===== config.mk =====
export PLATFORM = sky130hd
export DESIGN_NAME = line_monitor_readback
export DESIGN_NICKNAME = d
export VERILOG_FILES = /design/src/rtl/line_monitor_pkg.sv /design/src/rtl/measurement_scaler.sv /design/src/rtl/measurement_store.sv /design/src/rtl/line_monitor_readback.sv
export SDC_FILE = /design/constraint.sdc
export NUM_CORES = 1
export LEC_CHECK = 0
export BUFFER_PORTS_ARGS = -buffer_cell sky130_fd_sc_hd__buf_2
export CAP_MARGIN = 20
export CORE_MARGIN = 2
export CORE_UTILIZATION = 55
export CTS_CLUSTER_SIZE = 25
export DETAILED_ROUTE_END_ITERATION = 10
export PLACE_DENSITY = 0.79
export REMOVE_ABC_BUFFERS = 1
export SLEW_MARGIN = 40
export SYNTH_ARGS = -nofsm -noshare
export SYNTH_HDL_FRONTEND = slang
export SYNTH_SLANG_ARGS = --single-unit

===== constraint.sdc =====
create_clock -name clk_in -period 8.25 [get_ports clk_in]
set_input_delay 1.65 -clock clk_in [delete_from_list [all_inputs] [get_ports clk_in]]
set_output_delay 1.65 -clock clk_in [all_outputs]
set_load 0.02 [all_outputs]

===== src/rtl/line_monitor_pkg.sv =====
package line_monitor_pkg;

    // Widths of the sample path, the register port and the result store.
    localparam int RAW_W       = 24;
    localparam int CODE_W      = 8;
    localparam int ADDR_W      = 8;
    localparam int WORD_W      = 4;
    localparam int WORDS       = 16;
    localparam int SEL_W       = 3;
    localparam int RECIP_SHIFT = 24;
    localparam int PROD_W      = RAW_W + RECIP_SHIFT;

    // Byte offsets of the readback registers.
    localparam logic [ADDR_W-1:0] POWER_OFFSET         = 8'h4d;
    localparam logic [ADDR_W-1:0] LOOP_V_OFFSET        = 8'h4e;
    localparam logic [ADDR_W-1:0] LOOP_I_OFFSET        = 8'h4f;
    localparam logic [ADDR_W-1:0] TIP_V_OFFSET         = 8'h50;
    localparam logic [ADDR_W-1:0] RING_V_OFFSET        = 8'h51;
    localparam logic [ADDR_W-1:0] BATTERY_A_OFFSET     = 8'h52;
    localparam logic [ADDR_W-1:0] BATTERY_B_OFFSET     = 8'h53;
    localparam logic [ADDR_W-1:0] FIRST_CURRENT_OFFSET = 8'h54;

    // Word slots in the result store; the six power results sit from the bank base up.
    localparam logic [WORD_W-1:0] LOOP_V_WORD        = 4'h1;
    localparam logic [WORD_W-1:0] LOOP_I_WORD        = 4'h2;
    localparam logic [WORD_W-1:0] TIP_V_WORD         = 4'h3;
    localparam logic [WORD_W-1:0] RING_V_WORD        = 4'h4;
    localparam logic [WORD_W-1:0] BATTERY_A_WORD     = 4'h5;
    localparam logic [WORD_W-1:0] BATTERY_B_WORD     = 4'h6;
    localparam logic [WORD_W-1:0] FIRST_CURRENT_WORD = 4'h7;
    localparam logic [WORD_W-1:0] POWER_BANK_WORD    = 4'h8;
    localparam logic [SEL_W-1:0]  SELECT_LAST        = 3'h5;

    // Reset values, read values and code layout.
    localparam logic [CODE_W-1:0] RESET_CODE    = 8'h00;
    localparam logic [CODE_W-1:0] UNMAPPED_READ = 8'h00;
    localparam logic [CODE_W-1:0] CODE_FULL     = 8'hff;
    localparam logic [CODE_W-1:0] MAG_FULL      = 8'h3f;
    localparam int                SIGN_BIT      = 6;
    localparam int                MAG_MSB       = 5;

    // Raw sample units: power in 10 uW, voltage in mV, current in uA.
    localparam real POWER_UNIT_MW   = 0.01;
    localparam real VOLT_UNIT_V     = 0.001;
    localparam real CURRENT_UNIT_MA = 0.001;

    // Code steps as printed, and the same steps in raw units.
    localparam real POWER_HI_STEP_MW = 30.4;
    localparam real POWER_LO_STEP_MW = 3.62;
    localparam real LOOP_V_STEP_V    = 1.5;
    localparam real LOOP_I_STEP_MA   = 1.25;
    localparam real NODE_V_STEP_V    = 0.376;
    localparam real FIRST_I_STEP_MA  = 0.319;
    localparam int POWER_HI_STEP_RAW = int'(POWER_HI_STEP_MW / POWER_UNIT_MW);
    localparam int POWER_LO_STEP_RAW = int'(POWER_LO_STEP_MW / POWER_UNIT_MW);
    localparam int LOOP_V_STEP_RAW   = int'(LOOP_V_STEP_V / VOLT_UNIT_V);
    localparam int LOOP_I_STEP_RAW   = int'(LOOP_I_STEP_MA / CURRENT_UNIT_MA);
    localparam int NODE_V_STEP_RAW   = int'(NODE_V_STEP_V / VOLT_UNIT_V);
    localparam int FIRST_I_STEP_RAW  = int'(FIRST_I_STEP_MA / CURRENT_UNIT_MA);

    // Scaling multiplies by a rounded-up reciprocal instead of dividing.
    function automatic logic [RAW_W-1:0] recip_of(input int step_raw);
        return RAW_W'(((2 ** RECIP_SHIFT) + step_raw - 1) / step_raw);
    endfunction

    localparam logic [RAW_W-1:0] POWER_HI_RECIP = recip_of(POWER_HI_STEP_RAW);
    localparam logic [RAW_W-1:0] POWER_LO_RECIP = recip_of(POWER_LO_STEP_RAW);
    localparam logic [RAW_W-1:0] LOOP_V_RECIP   = recip_of(LOOP_V_STEP_RAW);
    localparam logic [RAW_W-1:0] LOOP_I_RECIP   = recip_of(LOOP_I_STEP_RAW);
    localparam logic [RAW_W-1:0] NODE_V_RECIP   = recip_of(NODE_V_STEP_RAW);
    localparam logic [RAW_W-1:0] FIRST_I_RECIP  = recip_of(FIRST_I_STEP_RAW);

    typedef enum logic [3:0] {
        CH_POWER_Q1, CH_POWER_Q2, CH_POWER_Q3, CH_POWER_Q4, CH_POWER_Q5, CH_POWER_Q6,
        CH_LOOP_V, CH_LOOP_I, CH_TIP_V, CH_RING_V, CH_BATTERY_A, CH_BATTERY_B,
        CH_FIRST_CURRENT, CH_EXT_BIAS
    } channel_type;

    typedef enum logic [1:0] {MAG_POSITIVE, MAG_NEGATIVE, MAG_SIGNED} polarity_type;

    typedef struct packed {
        logic                    valid;
        channel_type             channel;
        logic signed [RAW_W-1:0] value;
    } sample_type;

    typedef struct packed {
        logic              write;
        logic              read;
        logic [ADDR_W-1:0] addr;
        logic [CODE_W-1:0] wdata;
    } reg_req_type;

    typedef struct packed {
        logic              valid;
        logic [WORD_W-1:0] idx;
        logic              signed_fmt;
        logic              sign;
        logic [RAW_W-1:0]  magnitude;
        logic [RAW_W-1:0]  recip;
        logic [CODE_W-1:0] limit;
    } scale_req_type;

    typedef struct packed {
        logic              valid;
        logic [WORD_W-1:0] idx;
        logic [CODE_W-1:0] data;
    } mem_write_type;

endpackage


===== src/rtl/measurement_scaler.sv =====
module measurement_scaler (
    input  wire logic                           clk_in,
    input  wire logic                           rstn_in,
    input  wire line_monitor_pkg::scale_req_type req_in,
    output line_monitor_pkg::mem_write_type      write_out
);

    typedef struct packed {
        line_monitor_pkg::mem_write_type result;
    } scaler_state_type;

    scaler_state_type state_reg;
    scaler_state_type state_next;

    // Multiply by the reciprocal, saturate at the request's limit and, in signed format, pack sign and magnitude.
    always_comb begin
        logic [line_monitor_pkg::PROD_W-1:0] product;
        logic [line_monitor_pkg::RAW_W-1:0]  whole;
        logic [line_monitor_pkg::CODE_W-1:0] code;
        product = '0;
        whole = '0;
        code = '0;
        state_next = state_reg;
        product = line_monitor_pkg::PROD_W'(req_in.magnitude) *
                  line_monitor_pkg::PROD_W'(req_in.recip);
        whole = product[line_monitor_pkg::PROD_W-1:line_monitor_pkg::RECIP_SHIFT];
        if (whole > line_monitor_pkg::RAW_W'(req_in.limit)) begin
            code = req_in.limit;
        end else begin
            code = whole[line_monitor_pkg::CODE_W-1:0];
        end
        state_next.result.valid = req_in.valid;
        state_next.result.idx   = req_in.idx;
        if (req_in.signed_fmt) begin
            state_next.result.data = {1'b0, req_in.sign, code[line_monitor_pkg::MAG_MSB:0]};
        end else begin
            state_next.result.data = code;
        end
    end

    // One pipeline register.
    always_ff @(posedge clk_in or negedge rstn_in) begin
        if (!rstn_in) begin
            state_reg <= '0;
        end else begin
            state_reg <= state_next;
        end
    end

    assign write_out = state_reg.result;

endmodule


===== src/rtl/measurement_store.sv =====
module measurement_store (
    input  wire logic                                 clk_in,
    input  wire logic                                 rstn_in,
    input  wire line_monitor_pkg::mem_write_type       write_in,
    input  wire logic                                 read_in,
    input  wire logic                                 hit_in,
    input  wire logic [line_monitor_pkg::WORD_W-1:0]  idx_in,
    output logic [line_monitor_pkg::CODE_W-1:0]       rdata_out
);

    typedef struct packed {
        logic [line_monitor_pkg::WORDS-1:0][line_monitor_pkg::CODE_W-1:0] words;
        logic [line_monitor_pkg::CODE_W-1:0]                              rdata;
    } store_state_type;

    store_state_type state_reg;
    store_state_type state_next;

    // Latest result per slot; read data stand for one cycle only, zero otherwise.
    always_comb begin
        state_next = state_reg;
        if (write_in.valid) begin
            state_next.words[write_in.idx] = write_in.data;
        end
        if (read_in && hit_in) begin
            state_next.rdata = state_reg.words[idx_in];
        end else begin
            state_next.rdata = line_monitor_pkg::UNMAPPED_READ;
        end
    end

    // All slots start at the reset code.
    always_ff @(posedge clk_in or negedge rstn_in) begin
        if (!rstn_in) begin
            state_reg <= '0;
        end else begin
            state_reg <= state_next;
        end
    end

    assign rdata_out = state_reg.rdata;

endmodule


===== src/rtl/line_monitor_readback.sv =====
// The implementer's own choice: the plain strobed port.
module line_monitor_readback (
    input  wire logic                                 clk_in,
    input  wire logic                                 rstn_in,
    input  wire line_monitor_pkg::reg_req_type         reg_req_in,
    output logic [line_monitor_pkg::CODE_W-1:0]       reg_rdata_out,
    input  wire line_monitor_pkg::sample_type          sample_in,
    input  wire logic [line_monitor_pkg::SEL_W-1:0]   power_monitor_select_in,
    input  wire logic                                 extended_bias_enable_in
);

    typedef struct packed {
        logic                                valid;
        logic [line_monitor_pkg::WORD_W-1:0] idx;
        logic [line_monitor_pkg::RAW_W-1:0]  recip;
        logic [line_monitor_pkg::CODE_W-1:0] limit;
        line_monitor_pkg::polarity_type      polarity;
    } channel_cfg_type;

    typedef struct packed {
        logic                                hit;
        logic [line_monitor_pkg::WORD_W-1:0] idx;
    } read_map_type;

    typedef struct packed {
        line_monitor_pkg::scale_req_type    stage;
        logic [line_monitor_pkg::RAW_W-1:0] extended_bias_current;
    } monitor_state_type;

    monitor_state_type                 state_reg;
    monitor_state_type                 state_next;
    line_monitor_pkg::mem_write_type   scaled_write;
    read_map_type                      read_map;

    // Per-channel destination slot, scale and sign handling.
    function automatic channel_cfg_type channel_map(input line_monitor_pkg::channel_type ch);
        channel_cfg_type cfg;
        cfg = '0;
        cfg.valid = 1'b1;
        cfg.limit = line_monitor_pkg::CODE_FULL;
        cfg.polarity = line_monitor_pkg::MAG_NEGATIVE;
        cfg.recip = line_monitor_pkg::NODE_V_RECIP;
        unique case (ch)
            line_monitor_pkg::CH_POWER_Q1, line_monitor_pkg::CH_POWER_Q2,
            line_monitor_pkg::CH_POWER_Q5, line_monitor_pkg::CH_POWER_Q6: begin
                cfg.idx = line_monitor_pkg::POWER_BANK_WORD + line_monitor_pkg::WORD_W'(ch);
                cfg.recip = line_monitor_pkg::POWER_HI_RECIP;
                cfg.polarity = line_monitor_pkg::MAG_POSITIVE;
            end
            line_monitor_pkg::CH_POWER_Q3, line_monitor_pkg::CH_POWER_Q4: begin
                cfg.idx = line_monitor_pkg::POWER_BANK_WORD + line_monitor_pkg::WORD_W'(ch);
                cfg.recip = line_monitor_pkg::POWER_LO_RECIP;
                cfg.polarity = line_monitor_pkg::MAG_POSITIVE;
            end
            line_monitor_pkg::CH_LOOP_V: begin
                cfg.idx = line_monitor_pkg::LOOP_V_WORD;
                cfg.recip = line_monitor_pkg::LOOP_V_RECIP;
                cfg.limit = line_monitor_pkg::MAG_FULL;
                cfg.polarity = line_monitor_pkg::MAG_SIGNED;
            end
            line_monitor_pkg::CH_LOOP_I: begin
                cfg.idx = line_monitor_pkg::LOOP_I_WORD;
                cfg.recip = line_monitor_pkg::LOOP_I_RECIP;
                cfg.limit = line_monitor_pkg::MAG_FULL;
                cfg.polarity = line_monitor_pkg::MAG_SIGNED;
            end
            line_monitor_pkg::CH_TIP_V: begin
                cfg.idx = line_monitor_pkg::TIP_V_WORD;
            end
            line_monitor_pkg::CH_RING_V: begin
                cfg.idx = line_monitor_pkg::RING_V_WORD;
            end
            line_monitor_pkg::CH_BATTERY_A: begin
                cfg.idx = line_monitor_pkg::BATTERY_A_WORD;
            end
            line_monitor_pkg::CH_BATTERY_B: begin
                cfg.idx = line_monitor_pkg::BATTERY_B_WORD;
            end
            line_monitor_pkg::CH_FIRST_CURRENT: begin
                cfg.idx = line_monitor_pkg::FIRST_CURRENT_WORD;
                cfg.recip = line_monitor_pkg::FIRST_I_RECIP;
                cfg.polarity = line_monitor_pkg::MAG_POSITIVE;
            end
            line_monitor_pkg::CH_EXT_BIAS: begin
                cfg.valid = 1'b0;
                cfg.polarity = line_monitor_pkg::MAG_POSITIVE;
            end
            default: begin
                cfg.valid = 1'b0;
            end
        endcase
        return cfg;
    endfunction

    // Magnitude of a sample that is only meaningful on one side of zero.
    function automatic logic [line_monitor_pkg::RAW_W-1:0] one_sided(
        input logic signed [line_monitor_pkg::RAW_W-1:0] value,
        input logic                                      negative_side
    );
        logic [line_monitor_pkg::RAW_W-1:0] mag;
        mag = '0;
        if (negative_side && value < 0) begin
            mag = line_monitor_pkg::RAW_W'(-value);
        end else if (!negative_side && value > 0) begin
            mag = line_monitor_pkg::RAW_W'(value);
        end
        return mag;
    endfunction

    // Register offset to result slot; the power offset follows the live pointer.
    function automatic read_map_type decode_offset(
        input logic [line_monitor_pkg::ADDR_W-1:0] addr,
        input logic [line_monitor_pkg::SEL_W-1:0]  sel
    );
        read_map_type map;
        map.hit = 1'b1;
        map.idx = '0;
        unique case (addr)
            line_monitor_pkg::POWER_OFFSET: begin
                map.hit = (sel <= line_monitor_pkg::SELECT_LAST);
                map.idx = line_monitor_pkg::POWER_BANK_WORD + line_monitor_pkg::WORD_W'(sel);
            end
            line_monitor_pkg::LOOP_V_OFFSET: begin
                map.idx = line_monitor_pkg::LOOP_V_WORD;
            end
            line_monitor_pkg::LOOP_I_OFFSET: begin
                map.idx = line_monitor_pkg::LOOP_I_WORD;
            end
            line_monitor_pkg::TIP_V_OFFSET: begin
                map.idx = line_monitor_pkg::TIP_V_WORD;
            end
            line_monitor_pkg::RING_V_OFFSET: begin
                map.idx = line_monitor_pkg::RING_V_WORD;
            end
            line_monitor_pkg::BATTERY_A_OFFSET: begin
                map.idx = line_monitor_pkg::BATTERY_A_WORD;
            end
            line_monitor_pkg::BATTERY_B_OFFSET: begin
                map.idx = line_monitor_pkg::BATTERY_B_WORD;
            end
            line_monitor_pkg::FIRST_CURRENT_OFFSET: begin
                map.idx = line_monitor_pkg::FIRST_CURRENT_WORD;
            end
            default: begin
                map.hit = 1'b0;
            end
        endcase
        return map;
    endfunction

    // Turn each converter sample into a scaling request and track the bias current.
    always_comb begin
        channel_cfg_type                    cfg;
        logic [line_monitor_pkg::RAW_W-1:0] mag;
        cfg = channel_map(sample_in.channel);
        mag = '0;
        state_next = state_reg;
        unique case (cfg.polarity)
            line_monitor_pkg::MAG_SIGNED: begin
                mag = one_sided(sample_in.value, sample_in.value < 0);
            end
            line_monitor_pkg::MAG_NEGATIVE: begin
                mag = one_sided(sample_in.value, 1'b1);
            end
            default: begin
                mag = one_sided(sample_in.value, 1'b0);
            end
        endcase
        if (sample_in.channel == line_monitor_pkg::CH_FIRST_CURRENT &&
            extended_bias_enable_in) begin
            if (mag > state_reg.extended_bias_current) begin
                mag = mag - state_reg.extended_bias_current;
            end else begin
                mag = '0;
            end
        end
        if (sample_in.valid && sample_in.channel == line_monitor_pkg::CH_EXT_BIAS) begin
            state_next.extended_bias_current = mag;
        end
        state_next.stage.valid      = sample_in.valid && cfg.valid;
        state_next.stage.idx        = cfg.idx;
        state_next.stage.signed_fmt = (cfg.polarity == line_monitor_pkg::MAG_SIGNED);
        state_next.stage.sign       = (sample_in.value < 0);
        state_next.stage.magnitude  = mag;
        state_next.stage.recip      = cfg.recip;
        state_next.stage.limit      = cfg.limit;
    end

    // Sample stage register.
    always_ff @(posedge clk_in or negedge rstn_in) begin
        if (!rstn_in) begin
            state_reg <= '0;
        end else begin
            state_reg <= state_next;
        end
    end

    // Only the read strobe reaches the store; write strobe and data are dropped.
    assign read_map = decode_offset(reg_req_in.addr, power_monitor_select_in);

    measurement_scaler measurement_scaler_inst (
        .clk_in    (clk_in),
        .rstn_in   (rstn_in),
        .req_in    (state_reg.stage),
        .write_out (scaled_write)
    );

    // Read data leave the store's output flop directly.
    measurement_store measurement_store_inst (
        .clk_in    (clk_in),
        .rstn_in   (rstn_in),
        .write_in  (scaled_write),
        .read_in   (reg_req_in.read),
        .hit_in    (read_map.hit),
        .idx_in    (read_map.idx),
        .rdata_out (reg_rdata_out)
    );

endmodule


==> flow_summary.json <==
{
  "htreeDepth": 1,
  "status": "finished with violations",
  "fin_skew_ns": 0.0180,
  "grtUsageTotal_pct": 25.3,
  "worst-path-max-fanout": 9,
  "diodes": 0,
  "synth_common_cells": "448 x inv_1, 308 x fa_1, 261 x and2_1",
  "netlist_area_um2": 24800,
  "io_buffers": 51,
  "gp_congestion": 0.909,
  "holdBufCountCts": 0,
  "drv_slew": 0,
  "min_path_type": "reg -> reg",
  "ant_nets": 0,
  "fin_nets": 3239,
  "synthSimpleGateAreaFrac_pct": 14.9,
  "ys_seq_area_share_pct": 22.4,
  "synth_top_family_by_area": "adder cells",
  "fin_crit_sh_pct": 100,
  "dominantRegCellSynth": "dfrtp_1",
  "vias": 18700,
  "cpMostUsedCell": "fa_1",
  "via_per_inst": 5.68,
  "path_clk_slew_ns": 0.06,
  "rows": 77,
  "cts_buffers": 23,
  "timing.final.ws_setup_ns": -0.0346,
  "finalInstanceArea_um2": 27700,
  "r2r_start": "state_reg[35]",
  "dp_hpwl_um": 45600,
  "layout-drive-gt1-share_pct": 17.4,
  "synth_seq_cells": 222,
  "yosysMostFrequentCell": "inv_1",
  "antenna_found_initial": 1,
  "worstHoldStart": "state_reg[82]",
  "firstDrtPassIters": 5,
  "startpoint_type": "flop",
  "ctsLongestPathBuffers": 3,
  "nFillCells": 3462,
  "synth_cells": 2579,
  "ys.warnings.count": 0,
  "power.density_nw_per_um2": 396,
  "grt_pass1_vias": 19900,
  "synth-compound-area-share_pct": 9.74,
  "ir_drop_uv": 511,
  "die_h_um": 216,
  "critPathRequiredTime_ns": 8.68,
  "drt_iter0_drc": 1262,
  "root_buffer": "clkbuf_16",
  "period_needed_ns": 8.28,
  "drt_wl_total_um": 58600,
  "synth_edf_count": 0,
  "initial_core_util_pct": 55.9,
  "critPathKind": "reg -> reg",
  "die_area_um2": 46800,
  "rsz0062_at_grt": "yes",
  "slowest_delay_ns": 0.56,
  "async_reset_ff_share_pct": 100,
  "cp-startpoint": "state_reg[35]",
  "largest_reg_flops": 128,
  "finalPower_uw": 11000,
  "p_leak_uw": 0.0139,
  "io-pin-count": 61,
  "violations": "negative setup slack",
  "arrival_ns": 8.71,
  "syn2layout_area_growth_pct": 12.0,
  "fp.dieW_um": 216,
  "grt_pass1_wl_um": 96600,
  "clock.fmax_mhz": 121,
  "critical_path.slowest_cell": "fa_1",
  "final-setup-viol-count": 2,
  "drc": 0,
  "post_synth_mux_area_share_pct": 8.58,
  "yosysTopAreaCell": "fa_1",
  "hold_slack_ns": 0.351,
  "synthAdderAreaFrac_pct": 34.5,
  "synth_area_per_cell_um2": 9.60,
  "place_area_um2": 26300,
  "cts.sinks": 222,
  "synth_xor_area_share_pct": 0.990,
  "synth_cell_types": 77,
  "grt_max_degree": 87,
  "cap_violations": 0,
  "hold_viol_final": 0,
  "ys_top_cells_by_area": "fa_1 25%, dfrtp_1 22%, ha_1 9.6%",
  "gr-total-overflow": 0,
  "core-area_um2": 44300,
  "synth_top_area_share_pct": 24.9,
  "end_kind": "flop",
  "clock_insertion_delay_worst_skew_ns": 0.56,
  "tightest_slew_ns": 0.866,
  "slew_headroom_pct": 42.1,
  "cts_tree": "done",
  "avgRoutedWirePerCell_um": 17.8
}
==> final timing paths <==
path | end | slack (ns) | cells past startpoint
setup / recovery | measurement_scaler_inst.write_out[1] | -0.03 | 29
hold / removal | measurement_scaler_inst.write_out[8] | 0.35 | 0
setup reg to reg | measurement_scaler_inst.write_out[1] | -0.03 | 29
hold reg to reg | measurement_scaler_inst.write_out[8] | 0.35 | 0
max in group asynchronous | state_reg[13] | 6.02 | 2
min in group asynchronous | measurement_store_inst.state_reg[45] | 1.07 | 1
==> what timing repair did <==
action	CTS	global route
cloned	0	1
resized for setup	58	18
buffers inserted	18	3
hold endpoints to repair	0	0
pin swaps	56	20
setup endpoints to repair	8	8
==> critical path, delay by kind of cell, from the launching register on <==
family                     cells  cell delay [ns]
adders and majority gates      9             4.12
AOI/OAI and AO/OA              6             1.28
muxes                          1             0.30
buffers and inverters          6             0.50
and+or+nand+nor                6             1.31
xor gates and xnor gates       1             0.23
DFF                            1             0.44
==> final cells by class <==
type	instances	area [um2]	share of cell area (%)
Inverter	448	1680	6.06
Tap cell	592	741	2.67
Clock buffer	25	593	2.14
Clock inverter	14	267	0.961
Timing Repair Buffer	206	1550	5.60
Multi-Input combinational cell	1786	17300	62.5
Sequential cell	222	5570	20.1
==> power by group <==
group          internal, uW  switching, uW  total [uW]
Combinational          3880           4190        8070
Clock                   741            456        1200
Sequential             1440            293        1730
Total                  6060           4940       11000
==> metal layers <==
layer | track usage (%) | wire length [um] | vias to the layer above
met5 | 0 | 13 | -
met4 | 10.5 | 2730 | 2
met3 | 3.34 | 2830 | 172
met2 | 44.9 | 29400 | 566
met1 | 31.1 | 23600 | 9400
li1 | - | - | 8552
==> logic make-up after synthesis <==
family / after synthesis
other: 1
buffers and inverters: 571
adders and majority gates: 499
xor gates and xnor gates: 28
AOI/OAI and AO/OA: 369
and+or+nand+nor: 698
DFF: 222
muxes: 191
==> stage by stage <==
| step | util, % | std cells | setup TNS [ns] | worst slack [ns] |
|---|---|---|---|---|
| 6_report | 62.6 | 3293 | -0.0410 | -0.0346 |
| 4_1_cts | 62.3 | 3289 | 0 | 0.000256 |
| 2_1_floorplan | - | 2456 | -0.0780 | -0.0780 |
| 3_5_place_dp | 59.4 | 3232 | -2.61 | -0.372 |
| 5_1_grt | 62.6 | 3293 | -3.14 | -0.425 |
| 3_3_place_gp | 59.3 | 3231 | -1.67 | -0.267 |
==> layout by cell type (no fill, tap or decap), drive strengths merged, types with 4 or more instances in the layout <==
cell and count:
a22o 13, nor2b 39, and2 261, bufinv 7, a211oi 64, a21oi 95, nor4 10, mux2i 39
a211o 4, nor3 28, or2 7, o211ai 6, a31oi 11, nand2 208, clkinv 5, nor2 63
a21o 27, fa 308, dfrtp 222, nand2b 12, nand3b 5, a2111oi 4, xnor2 18, and3 7
xor2 10, mux2 150, nand4 16, buf 206, clkbuf 25, ha 191, o21bai 8, o21a 9
o31ai 14, inv 449, o21ai 81, nand3 19, or3 9
(Power assumes the default switching activity.)
